[src/pbmc_pkg.sv]
package pbmc_pkg;
  // Register map
  localparam logic [4:0]  BASIC_MODE_CONTROL_OFFSET = 5'h00;
  localparam logic [15:0] BASIC_MODE_CONTROL_RESET  = 16'h3100;
  // Field positions
  localparam int SOFT_RESET_BIT   = 15;
  localparam int LOOPBACK_BIT     = 14;
  localparam int SPEED_BIT        = 13;
  localparam int AUTONEG_EN_BIT   = 12;
  localparam int POWER_DOWN_BIT   = 11;
  localparam int ISOLATE_BIT      = 10;
  localparam int AUTONEG_RST_BIT  = 9;
  localparam int DUPLEX_BIT       = 8;
  localparam int COL_TEST_BIT     = 7;
  // Writable bits; reserved 6..0 never stored
  localparam logic [15:0] WRITE_MASK = 16'hff80;
  // Timing: bit times at 10 Mbps (100 ns) and clock period
  localparam int BIT_TIME_NS      = 100;
  localparam int CLOCK_PERIOD_NS  = 50;
  localparam int COL_ASSERT_BITS  = 512;
  localparam int COL_RELEASE_BITS = 4;
  // Longest times round down; assert COL after one cycle to be well inside
  localparam int COL_ASSERT_CYCLES  = 1;
  localparam int COL_RELEASE_MAX    = (COL_RELEASE_BITS * BIT_TIME_NS) / CLOCK_PERIOD_NS;
  // Soft reset duration in cycles
  localparam logic [3:0] SOFT_RESET_CYCLES = 4'h8;
endpackage

[src/pbmc_basic_control.sv]
`timescale 1ns/1ns
// Behaviour
// - Loopback bit set returns transmit data to receive outputs internally.
// - Without auto-negotiation, bit 13 picks speed; 1 is 100 Mbps, default 1.
// - Auto-negotiation enabled ignores speed and duplex bits; disabled uses them.
// - Power-down bit ORed with low pin; pin assertion sets the bit.
// - Powered down keeps only register access; other functions suspended.
// - Isolate disconnects port from MAC data, management stays working.
// - Isolate in master mode stops driving the 50 MHz reference clock.
// - Restart write ignored while auto-negotiation is disabled.
// - Restart bit reads one until negotiation restarts, then clears itself.
// - Writing zero to restart never disturbs a running negotiation.
// - Without auto-negotiation, bit 8 picks duplex; 1 is full, default 1.
// - Collision test asserts COL within 512 bit times of TX_EN.
// - Collision test drops COL within 4 bit times after TX_EN falls.
// - Bit 15 resets standard registers, then clears itself when done.
// - Control register holds 0x3100 after reset.
module pbmc_basic_control
  import pbmc_pkg::*;
(
  input  wire logic        clock,
  input  wire logic        reset_n,
  // Management register port
  input  wire logic        reg_write,
  input  wire logic [4:0]  reg_addr,
  input  wire logic [15:0] reg_wdata,
  output logic [15:0]      reg_rdata,
  // Pin and auto-negotiation engine
  input  wire logic        irq_powerdown_pin_n,
  output logic             autoneg_restart,
  input  wire logic        autoneg_started,
  output logic             autoneg_enable,
  output logic             speed_100,
  input  wire logic        speed_100_negotiated,
  output logic             full_duplex,
  input  wire logic        full_duplex_negotiated,
  output logic             power_down,
  output logic             soft_reset_busy,
  // RMII side
  input  wire logic        rmii_master_mode,
  input  wire logic        ref_clock_in,
  output logic             ref_clock_out,
  output logic             ref_clock_oe_n,
  input  wire logic        mac_tx_en,
  input  wire logic [1:0]  mac_txd,
  output logic             mac_crs_dv,
  output logic [1:0]       mac_rxd,
  output logic             mac_col,
  output logic             line_tx_en,
  output logic [1:0]       line_txd,
  input  wire logic        line_crs_dv,
  input  wire logic [1:0]  line_rxd
);

  typedef enum logic [1:0] {PBMC_IDLE, PBMC_PENDING} pbmc_restart_type;

  logic             loopback;
  logic             speed_sel;
  logic             autoneg_en_bit;
  logic             power_down_bit;
  logic             isolate;
  logic             duplex_sel;
  logic             col_test;
  logic [3:0]       soft_reset_count;
  pbmc_restart_type restart_state;
  logic             active;
  logic             hit;
  logic [15:0]      control_word;

  assign hit    = reg_write && (reg_addr == BASIC_MODE_CONTROL_OFFSET);
  assign active = !power_down && !soft_reset_busy;

  // Soft reset sequencer
  // self clearing reset
  always_ff @(posedge clock) begin
    if (!reset_n) begin
      soft_reset_count <= 4'h0;
    end else if (hit && reg_wdata[SOFT_RESET_BIT]) begin
      soft_reset_count <= SOFT_RESET_CYCLES;
    end else if (soft_reset_count != 4'h0) begin
      soft_reset_count <= soft_reset_count - 4'h1;
    end
  end
  assign soft_reset_busy = (soft_reset_count != 4'h0);

  // Plain control bits
  // reset value
  always_ff @(posedge clock) begin
    if (!reset_n || soft_reset_busy) begin
      loopback       <= BASIC_MODE_CONTROL_RESET[LOOPBACK_BIT];
      speed_sel      <= BASIC_MODE_CONTROL_RESET[SPEED_BIT];
      autoneg_en_bit <= BASIC_MODE_CONTROL_RESET[AUTONEG_EN_BIT];
      isolate        <= BASIC_MODE_CONTROL_RESET[ISOLATE_BIT];
      duplex_sel     <= BASIC_MODE_CONTROL_RESET[DUPLEX_BIT];
      col_test       <= BASIC_MODE_CONTROL_RESET[COL_TEST_BIT];
    end else if (hit) begin
      loopback       <= reg_wdata[LOOPBACK_BIT];
      speed_sel      <= reg_wdata[SPEED_BIT];
      autoneg_en_bit <= reg_wdata[AUTONEG_EN_BIT];
      isolate        <= reg_wdata[ISOLATE_BIT];
      duplex_sel     <= reg_wdata[DUPLEX_BIT];
      col_test       <= reg_wdata[COL_TEST_BIT];
    end
  end

  // Power-down bit, pin sets it
  // pin sets bit
  always_ff @(posedge clock) begin
    if (!reset_n || soft_reset_busy) begin
      power_down_bit <= BASIC_MODE_CONTROL_RESET[POWER_DOWN_BIT];
    end else if (!irq_powerdown_pin_n) begin
      power_down_bit <= 1'b1;
    end else if (hit) begin
      power_down_bit <= reg_wdata[POWER_DOWN_BIT];
    end
  end
  assign power_down = power_down_bit || !irq_powerdown_pin_n;

  // Restart request tracking
  // restart handling
  always_ff @(posedge clock) begin
    if (!reset_n || soft_reset_busy) begin
      restart_state <= PBMC_IDLE;
    end else begin
      unique case (restart_state)
        PBMC_IDLE: begin
          if (hit && reg_wdata[AUTONEG_RST_BIT] && autoneg_en_bit) begin
            restart_state <= PBMC_PENDING;
          end
        end
        PBMC_PENDING: begin
          if (autoneg_started || !autoneg_en_bit) begin
            restart_state <= PBMC_IDLE;
          end
        end
        default: restart_state <= PBMC_IDLE;
      endcase
    end
  end
  assign autoneg_restart = (restart_state == PBMC_PENDING) && active;

  // Readback; reserved low bits zero
  // reserved zero
  assign control_word = {soft_reset_busy, loopback, speed_sel, autoneg_en_bit, power_down,
                         isolate, (restart_state == PBMC_PENDING), duplex_sel, col_test, 7'h00};
  always_ff @(posedge clock) begin
    if (!reset_n) begin
      reg_rdata <= 16'h0000;
    end else begin
      reg_rdata <= (reg_addr == BASIC_MODE_CONTROL_OFFSET) ?
                   (control_word & WRITE_MASK) : 16'h0000;
    end
  end

  // Operating speed and duplex
  // mode selection
  assign autoneg_enable = autoneg_en_bit && active;
  assign speed_100      = autoneg_en_bit ? speed_100_negotiated : speed_sel;
  assign full_duplex    = autoneg_en_bit ? full_duplex_negotiated : duplex_sel;

  // Reference clock gating
  // clock stops
  assign ref_clock_out  = ref_clock_in && rmii_master_mode && !isolate && active;
  assign ref_clock_oe_n = !(rmii_master_mode && !isolate && active);

  // Datapath: loopback, isolation, power-down
  // datapath steering
  always_ff @(posedge clock) begin
    if (!reset_n || !active || isolate) begin
      mac_crs_dv <= 1'b0;
      mac_rxd    <= 2'h0;
      line_tx_en <= 1'b0;
      line_txd   <= 2'h0;
    end else if (loopback) begin
      mac_crs_dv <= mac_tx_en;
      mac_rxd    <= mac_txd;
      line_tx_en <= 1'b0;
      line_txd   <= 2'h0;
    end else begin
      mac_crs_dv <= line_crs_dv;
      mac_rxd    <= line_rxd;
      line_tx_en <= mac_tx_en;
      line_txd   <= mac_txd;
    end
  end

  // Collision test, one cycle after TX_EN each way
  // collision test
  always_ff @(posedge clock) begin
    if (!reset_n || !active || isolate) begin
      mac_col <= 1'b0;
    end else begin
      mac_col <= col_test && mac_tx_en;
    end
  end

  // Assertions
  property p_col_on;
    @(posedge clock) disable iff (!reset_n)
      (col_test && active && !isolate && mac_tx_en && !soft_reset_busy) ##1
      (col_test && active && !isolate) |-> mac_col;
  endproperty
  a_col_on: assert property (p_col_on) else $error("col not asserted");

  property p_col_off;
    @(posedge clock) disable iff (!reset_n) !mac_tx_en |=> !mac_col;
  endproperty
  a_col_off: assert property (p_col_off) else $error("col not released");

  property p_pin_sets;
    @(posedge clock) disable iff (!reset_n)
      (!irq_powerdown_pin_n && !soft_reset_busy) |=> power_down_bit;
  endproperty
  a_pin_sets: assert property (p_pin_sets) else $error("pin did not set power down");

  property p_restart_ignored;
    @(posedge clock) disable iff (!reset_n)
      (hit && !autoneg_en_bit && restart_state == PBMC_IDLE && !soft_reset_busy) |=>
      restart_state == PBMC_IDLE;
  endproperty
  a_restart_ignored: assert property (p_restart_ignored) else $error("restart not ignored");

  property p_restart_hold;
    @(posedge clock) disable iff (!reset_n)
      (restart_state == PBMC_PENDING && !autoneg_started && autoneg_en_bit && !soft_reset_busy)
      |=> restart_state == PBMC_PENDING;
  endproperty
  a_restart_hold: assert property (p_restart_hold) else $error("restart cleared early");

  property p_forced_speed;
    @(posedge clock) disable iff (!reset_n)
      !autoneg_en_bit |-> (speed_100 == speed_sel) && (full_duplex == duplex_sel);
  endproperty
  a_forced_speed: assert property (p_forced_speed) else $error("forced mode wrong");

  property p_isolate_clock;
    @(posedge clock) disable iff (!reset_n) isolate |-> ref_clock_oe_n && !ref_clock_out;
  endproperty
  a_isolate_clock: assert property (p_isolate_clock) else $error("clock driven in isolate");

  property p_isolate_data;
    @(posedge clock) disable iff (!reset_n) $past(isolate) |-> !mac_crs_dv && !line_tx_en;
  endproperty
  a_isolate_data: assert property (p_isolate_data) else $error("data passed in isolate");

  property p_reserved;
    @(posedge clock) disable iff (!reset_n) reg_rdata[6:0] == 7'h00;
  endproperty
  a_reserved: assert property (p_reserved) else $error("reserved bits nonzero");

  property p_neg_mode;
    @(posedge clock) disable iff (!reset_n)
      autoneg_en_bit |->
      (speed_100 == speed_100_negotiated) && (full_duplex == full_duplex_negotiated);
  endproperty
  a_neg_mode: assert property (p_neg_mode) else $error("neg mode wrong");

  property p_down_ctrl;
    @(posedge clock) disable iff (!reset_n)
      power_down |-> !autoneg_enable && !autoneg_restart && ref_clock_oe_n;
  endproperty
  a_down_ctrl: assert property (p_down_ctrl) else $error("active while down");

  property p_down_data;
    @(posedge clock) disable iff (!reset_n)
      $past(power_down) |-> !mac_crs_dv && !line_tx_en && !mac_col;
  endproperty
  a_down_data: assert property (p_down_data) else $error("data while down");

  property p_restart_done;
    @(posedge clock) disable iff (!reset_n)
      (restart_state == PBMC_PENDING && autoneg_started) |=> restart_state == PBMC_IDLE;
  endproperty
  a_restart_done: assert property (p_restart_done) else $error("restart stuck");

  property p_zero_keeps;
    @(posedge clock) disable iff (!reset_n)
      (restart_state == PBMC_PENDING && hit && !reg_wdata[AUTONEG_RST_BIT] && autoneg_en_bit &&
       !autoneg_started && !soft_reset_busy) |=> restart_state == PBMC_PENDING;
  endproperty
  a_zero_keeps: assert property (p_zero_keeps) else $error("restart dropped");

  property p_soft_values;
    @(posedge clock) disable iff (!reset_n)
      soft_reset_busy |=>
      ({loopback, speed_sel, autoneg_en_bit, power_down_bit, isolate} ==
       BASIC_MODE_CONTROL_RESET[LOOPBACK_BIT:ISOLATE_BIT]) &&
      (duplex_sel == BASIC_MODE_CONTROL_RESET[DUPLEX_BIT]) && (restart_state == PBMC_IDLE);
  endproperty
  a_soft_values: assert property (p_soft_values) else $error("soft reset wrong");

  property p_soft_end;
    @(posedge clock) disable iff (!reset_n)
      (soft_reset_count == 4'h1 && !(hit && reg_wdata[SOFT_RESET_BIT])) |=> !soft_reset_busy;
  endproperty
  a_soft_end: assert property (p_soft_end) else $error("soft reset stuck");

  property p_loopback;
    @(posedge clock) disable iff (!reset_n)
      (loopback && active && !isolate) |=>
      (mac_rxd == $past(mac_txd)) && (mac_crs_dv == $past(mac_tx_en)) && !line_tx_en;
  endproperty
  a_loopback: assert property (p_loopback) else $error("loopback wrong");

  c_loopback: cover property (@(posedge clock) loopback && mac_tx_en ##1 mac_crs_dv);
  c_col: cover property (@(posedge clock) col_test && mac_tx_en ##1 mac_col);
  c_restart: cover property (@(posedge clock) restart_state == PBMC_PENDING ##1 autoneg_started);
  c_soft: cover property (@(posedge clock) soft_reset_busy ##1 !soft_reset_busy);
  c_down: cover property (@(posedge clock) !irq_powerdown_pin_n ##1 power_down_bit);

endmodule

[config.mk]
export PLATFORM = sky130hd
export DESIGN_NAME = pbmc_basic_control
export DESIGN_NICKNAME = d
export VERILOG_FILES = /design/src/pbmc_pkg.sv /design/src/pbmc_basic_control.sv
export SDC_FILE = /design/constraint.sdc
export NUM_CORES = 1
export LEC_CHECK = 0
export BUFFER_PORTS_ARGS = -buffer_cell sky130_fd_sc_hd__buf_2
export CORE_MARGIN = 10
export CORE_UTILIZATION = 32
export DETAILED_ROUTE_END_ITERATION = 6
export PLACE_DENSITY = 0.63
export SYNTH_ARGS = -nofsm -noshare
export SYNTH_HDL_FRONTEND = slang
export SYNTH_SLANG_ARGS = --single-unit
[constraint.sdc]
create_clock -name clock -period 3.3 [get_ports clock]
set_clock_uncertainty 0.2 [all_clocks]
set_input_delay 0.66 -clock clock [delete_from_list [all_inputs] [get_ports clock]]
set_output_delay 0.66 -clock clock [all_outputs]
set_load 0.02 [all_outputs]
==> results of run 1 <==
[metrics by stage]
stage | total power, mW | util, % | std cells | cell area (sq um)
after floorplan | 0.661 | - | 127 | 1260
after global placement | 0.713 | 40.4 | 216 | 1490
after detailed placement | 0.719 | 40.4 | 216 | 1490
after CTS | 0.985 | 42.3 | 220 | 1560
after global routing | 1.03 | 42.3 | 220 | 1560
final | 0.973 | 42.3 | 220 | 1560
[report_power, final]
part,internal (mW),switching [mW],total (mW)
Clock,0.162,0.103,0.265
Combinational,0.134,0.185,0.319
Sequential,0.372,0.0172,0.389
[final timing paths]
kind                  startpoint             endpoint  slack [ns]  depth (start not counted)
max          soft_reset_count[0]        ref_clock_out        0.41                          6
min                     col_test              mac_col        0.25                          2
max reg2reg  soft_reset_count[0]  soft_reset_count[0]        1.43                          5
min reg2reg             col_test              mac_col        0.25                          2
[flip-flops by register name (all words and copies together), names as in the netlist]
register and flops:
duplex_sel 1, line_txd 2, soft_reset_count 4, mac_col 1, mac_crs_dv 1, speed_sel 1
mac_rxd 2, line_tx_en 1, loopback 1, isolate 1, power_down_bit 1, autoneg_en_bit 1
col_test 1, restart_state 1, reg_rdata 9
[worst max-delay path, stage by stage, from the launching register on]
cell,delay [ns]
dfxtp_1,0.32
inv_1,0.11
ha_1,0.25
or3b_1,0.54
nor2_4,0.19
and4b_1,0.19
buf_2,0.16
[cell families after synthesis]
| logic type | count (synthesis) | synth area share [%] |
|---|---|---|
| DFF | 28 | 45.3 |
| other | 1 | 0.303 |
| adders and majority gates | 2 | 2.02 |
| xor gates and xnor gates | 2 | 1.42 |
| muxes | 7 | 5.86 |
| AOI/OAI and AO/OA | 12 | 5.36 |
| buffers and inverters | 16 | 9.20 |
| and+or+nand+nor | 53 | 30.5 |
[area by class of cell]
type,count,area [sq um]
clock inverters,1,30.0
fillers,399,2130
repair buffers,53,268
well taps,48,60.1
flip-flops and latches,28,561
clock buffers,3,41.3
multi-input cells,83,586
inverters,4,15.0
[layer usage]
layer	routed length, microns	up-vias
met1	1370	437
met2	1430	37
met4	15	0
met3	271	2
li1	-	509
met5	0	-
[cells in the final DEF, fill, tap and decap left out, types with 2 or more instances in the layout]
| cell type | count |
|---|---|
| buf_2 | 52 |
| dfxtp_1 | 28 |
| and2_1 | 11 |
| nand4_1 | 7 |
| conb_1 | 7 |
| nor2_1 | 6 |
| o21ai_0 | 6 |
| mux2i_1 | 5 |
| inv_1 | 4 |
| a21oi_1 | 4 |
| and3_1 | 3 |
| nor3b_2 | 3 |
| nand3_1 | 3 |
| clkbuf_8 | 3 |
| nand2b_1 | 2 |
| mux2_2 | 2 |
| nor3_1 | 2 |
| ha_1 | 2 |
==> out/qor.csv, run 1 <==
stage,metric,value,unit
status,status,"finished, final reports clean",
yosys,library cells used by synthesis,40,
finish,Diodes inserted,0,
yosys,ys async rst share,0,%
yosys,synth warn,0,
grt,met2 GRT Util,12.6,%
timing,normalized max-slew margin,64.1,%
routing,DRC Markers,0,
place,Post-DP HPWL,2540,microns
routing,DRT Pass-1 Iters,4,
timing,RSZ-0062 raised after global routing,no,
yosys,Netlist Area Pre-Place,1240,sq um
yosys,"EDFF count, synth",0,
floorplan,core region area,3690,sq um
setup_path,CP required,2.44,ns
floorplan,row cnt,22,
power_and_ir_drop,VDD IR-drop max,0.000307,V
power_and_ir_drop,cell leakage power,0.730,nW
cts,CTS buffer count,3,
cts,clk_lat worst skew,0.27,ns
cts,Sink Count,28,
floorplan,IO Count,67,
cts,Max clock buf depth,2,
timing,final-report max-slew violation count,0,
timing,slew of the pin with the lowest slew margin,0.535,ns
job,max_cap viols,0,
place,worst slack at placement,0.706,ns
timing,Final Hold Slack,0.253,ns
timing,setup TNS,0,ns
finish,P&R area growth vs syn,26.1,%
timing,f_max,346,MHz
cts,hold_buf cts,0,
cts,Root Buffer,clkbuf_8,
timing,setup ws final,0.406,ns
cts,CTS H-tree depth,1,
timing,Final setup viols,0,
routing,DR vias/cell,4.48,
routing,drt first-iter violations,51,
yosys,Mapped Cells,121,
yosys,Synth top cells by count,"28 x dfxtp_1, 11 x and2_1, 7 x buf_4, 7 x nand4_1",
floorplan,die height,82.2,microns
hold_path,Hold WC Path Type,reg2reg,
cts,cts repair resizes,0,
grt,met3 usage in global routing,3.02,%
yosys,most frequent cell after synthesis,dfxtp_1,
yosys,top cell type by total area after synthesis,dfxtp_1,
finish,fin nets,211,
cts,postcts setup bufs,0,
floorplan,Die Area,6750,sq um
cts,clk slew on worst S/H paths,0.09,ns
routing,WL per Instance,14.0,microns
yosys,synth top area cells,"dfxtp_1 45%, and2_1 5.6%, buf_4 4.2%, mux2i_1 4.0%, nand4_1 3.5%",
routing,DR vias,985,
floorplan,initial core utilization,33.5,%
place,GPL Wtd Cong,0.743,
setup_path,CP Max Fanout,7,
power_and_ir_drop,Power Density,624,nW/um^2
grt,first-pass GRT wire length,4420,microns
floorplan,Die Width,82.2,microns
grt,total congestion overflow,0,
yosys,Most used DFF post-synth,dfxtp_1,
yosys,Syn Area/Cell,10.2,sq um
routing,Post-DRT Antenna Nets,0,
routing,final WL,3090,microns
grt,busiest grt layer,met2,
yosys,Synth Register Bits,28,
timing,"Hold Vio Cnt, Final",0,
finish,share of cells above drive strength 1,39.5,%
setup_path,critical path startpoint category,register,
grt,largest net degree at the start of global routing,17,
yosys,Yosys top cell area share,45.3,%
timing,final period utilization,87.7,%
grt,antenna violations before repair,0,
place,PortBufs,52,
timing,min cycle time layout,2.89,ns
grt,number of global-route vias before repair,958,
setup_path,"Data arrival, critical path",2.03,ns
yosys,"Seq/Total Area, Yosys",45.3,%
setup_path,crit end category,output pin,
grt,global-route track usage on met1,10.2,%
grt,GRT Total Usage,8.32,%
setup_path,Crit Path Category,reg2out,
cts,CTS tree,built,
Note: power is estimated with default switching activity, not from simulation.
==> inputs of run 2 (changes only) <==
Settings changed: ABC_AREA from default to 1, PLACE_DENSITY 0.63 to 0.64.
==> run 2 against run 1 <==
  * Sequential power barely moved
  * Worst setup slack gained 0.30 ns
  * Final area down 4.7%
  * Sequential cell count stayed put
  * Worst hold slack improved by 0.011 ns
  * Wire length shrank 13%
  * Die area fell by 5.1%
  * Register-to-register slack better by 0.35 ns
  * Fmax up 12%
  * Global-route usage is essentially flat
  * Combinational power increased by 16%
==> out/qor.csv, run 2 <==
stage,metric,value,unit
cts,Max clock buf depth,2,
cts,postcts setup bufs,0,
grt,global-route track usage on met1,9.59,%
routing,DRC Markers,0,
floorplan,row cnt,21,
floorplan,Die Area,6410,sq um
timing,f_max,386,MHz
grt,antenna violations before repair,0,
cts,clk slew on worst S/H paths,0.15,ns
finish,fin nets,237,
finish,share of cells above drive strength 1,34.3,%
setup_path,CP Max Fanout,6,
yosys,"Seq/Total Area, Yosys",48.5,%
power_and_ir_drop,Power Density,660,nW/um^2
routing,DR vias,995,
yosys,mux cell area share after synthesis,0,%
yosys,Mapped Cells,144,
status,status,"finished, final reports clean",
yosys,library cells used by synthesis,22,
timing,final-report max-slew violation count,0,
timing,RSZ-0062 raised after global routing,no,
yosys,"EDFF count, synth",0,
cts,CTS H-tree depth,1,
cts,CTS buffer count,3,
floorplan,IO Count,67,
routing,drt first-iter violations,54,
setup_path,crit end category,output pin,
floorplan,die height,80.1,microns
finish,max reg flops,9,
place,Placement Cell Area,1440,sq um
setup_path,critical path startpoint category,register,
cts,hold_buf cts,0,
routing,Post-DRT Antenna Nets,0,
place,worst slack at placement,0.858,ns
power_and_ir_drop,Comb pwr share,37.7,%
yosys,synth warn,0,
cts,Root Buffer,clkbuf_4,
finish,Final Util,43.6,%
setup_path,"Data arrival, critical path",1.73,ns
yosys,most frequent cell after synthesis,dfxtp_1,
place,PortBufs,52,
finish,Diodes inserted,0,
power_and_ir_drop,Seq pwr share,39.8,%
floorplan,initial core utilization,33.8,%
yosys,Synth top cells by count,"28 x dfxtp_1, 23 x nor2_1, 22 x nand2_1",
place,GPL Wtd Cong,0.763,
floorplan,Die Width,80.1,microns
grt,GRT Total Usage,8.34,%
routing,WL per Instance,11.0,microns
cts,clk_lat worst skew,0.32,ns
finish,biggest regs,"reg_rdata (9), soft_reset_count (4)",
routing,final WL,2680,microns
grt,largest net degree at the start of global routing,17,
hold_path,Hold WC Path Type,reg2reg,
power_and_ir_drop,VDD IR-drop max,0.000398,V
yosys,ys async rst share,0,%
job,max_cap viols,0,
yosys,Yosys top cell area share,48.5,%
yosys,post-synthesis compound-gate area fraction,9.53,%
timing,"Hold Vio Cnt, Final",0,
finish,Largest Register,reg_rdata,
grt,met2 GRT Util,13.4,%
routing,DR vias/cell,4.08,
yosys,synth top area cells,"dfxtp_1 49%, nor2_1 7.5%, nand2_1 7.2%, inv_1 6.8%, buf_4 5.2%",
power_and_ir_drop,Sw Ratio,36.3,%
floorplan,core region area,3420,sq um
power_and_ir_drop,cell leakage power,0.772,nW
grt,total congestion overflow,0,
cts,cts repair resizes,0,
yosys,Synth Area in Adders,2.17,%
timing,min cycle time layout,2.59,ns
power_and_ir_drop,internal cell power,625,uW
cts,Sink Count,28,
grt,busiest grt layer,met2,
grt,first-pass GRT wire length,4370,microns
setup_path,Crit Path Category,reg2out,
place,Post-DP HPWL,2240,microns
yosys,Syn Area/Cell,8.02,sq um
finish,"commonest non-fill, non-tap cell in the layout",buf_2,
cts,CTS tree,built,
timing,setup TNS,0,ns
yosys,largest family of logic cells by synthesized area,simple AND/OR/NAND/NOR gates,
yosys,Synth Register Bits,28,
routing,DRT Pass-1 Iters,4,
timing,final period utilization,78.5,%
yosys,Synth Area in Simple Gates,26.8,%
yosys,top cell type by total area after synthesis,dfxtp_1,
power_and_ir_drop,Clock power frac,22.5,%
grt,number of global-route vias before repair,999,
setup_path,CP required,2.44,ns
finish,final instance area,1490,sq um
power_and_ir_drop,Sw Pwr,356,uW
finish,P&R area growth vs syn,28.8,%
grt,met3 usage in global routing,3.90,%
yosys,Most used DFF post-synth,dfxtp_1,
yosys,Post-Synth XOR/XNOR Area,0,%
timing,Final setup viols,0,
timing,setup ws final,0.710,ns
yosys,Netlist Area Pre-Place,1150,sq um
finish,most frequent cells in the layout,"52 x buf_2, 28 x dfxtp_1, 23 x nor2_1, 22 x nand2_1, 21 x inv_1",
==> run 2: cell count changes in the layout (fill, tap and decap cells not counted), sizes merged, moves of 5 or more <==
| cell | change |
|---|---|
| inv | +19 |
| nor2 | +20 |
| and2 | -11 |
| mux2i | -5 |
| a21oi | +6 |
| nand2 | +21 |
==> run 2: path summary, 6_finish.rpt <==
check	startpoint	end	slack [ns]	cells after the start
setup / recovery	soft_reset_count[0]	ref_clock_out	0.71	7
hold / removal	speed_sel	reg_rdata[13]	0.26	2
hold reg to reg	speed_sel	reg_rdata[13]	0.26	2
setup reg to reg	soft_reset_count[0]	mac_col	1.78	6
==> run 2: power groups by stage <==
stage / Sequential [mW] / Combinational [mW] / Clock (mW)
after floorplan: 0.408 / 0.277 / 0
after global placement: 0.397 / 0.373 / 0
after detailed placement: 0.399 / 0.377 / 0
after CTS: 0.391 / 0.378 / 0.229
after global routing: 0.395 / 0.434 / 0.240
final: 0.390 / 0.370 / 0.221
==> run 2: critical path: stages, from the launching register on <==
cell and delay [ns]:
dfxtp_1 0.34, inv_1 0.13, ha_1 0.22, nand3_4 0.14
nor2_1 0.22, nand3_1 0.12, nor2_1 0.09, buf_2 0.17
==> run 2: layout make-up <==
type                    count  area (sq um)
fillers                   372          1930
flip-flops and latches     28           561
multi-input cells          91           470
repair buffers             52           260
inverters                  23          86.3
well taps                  46          57.6
clock inverters             1          30.0
clock buffers               3          22.5
==> run 2: layer usage <==
layer | wire length (microns) | share of wire [%] | vias to the layer above
met4 | 19 | 0.71 | 0
met3 | 291 | 11 | 2
met1 | 1200 | 45 | 418
met2 | 1170 | 44 | 35
met5 | 0 | 0 | -
li1 | - | - | 540
==> run 2: cells by family (layout without fill, tap and decap cells) <==
group,count (synthesis),in the layout
adder cells (fa/ha/maj),2,2
AND/OR/NAND/NOR,63,63
buffers and inverters,31,79
other,1,7
flip-flops,28,28
AO/OA/AOI/OAI,19,19
==> run 2: per-stage QoR <==
stage,instances,hold WS [ns],power (mW)
2_1_floorplan,150,0.232,0.685
3_3_place_gp,240,0.249,0.770
3_5_place_dp,240,0.248,0.775
4_1_cts,244,0.269,0.998
5_1_grt,244,0.296,1.07
6_report,244,0.264,0.981
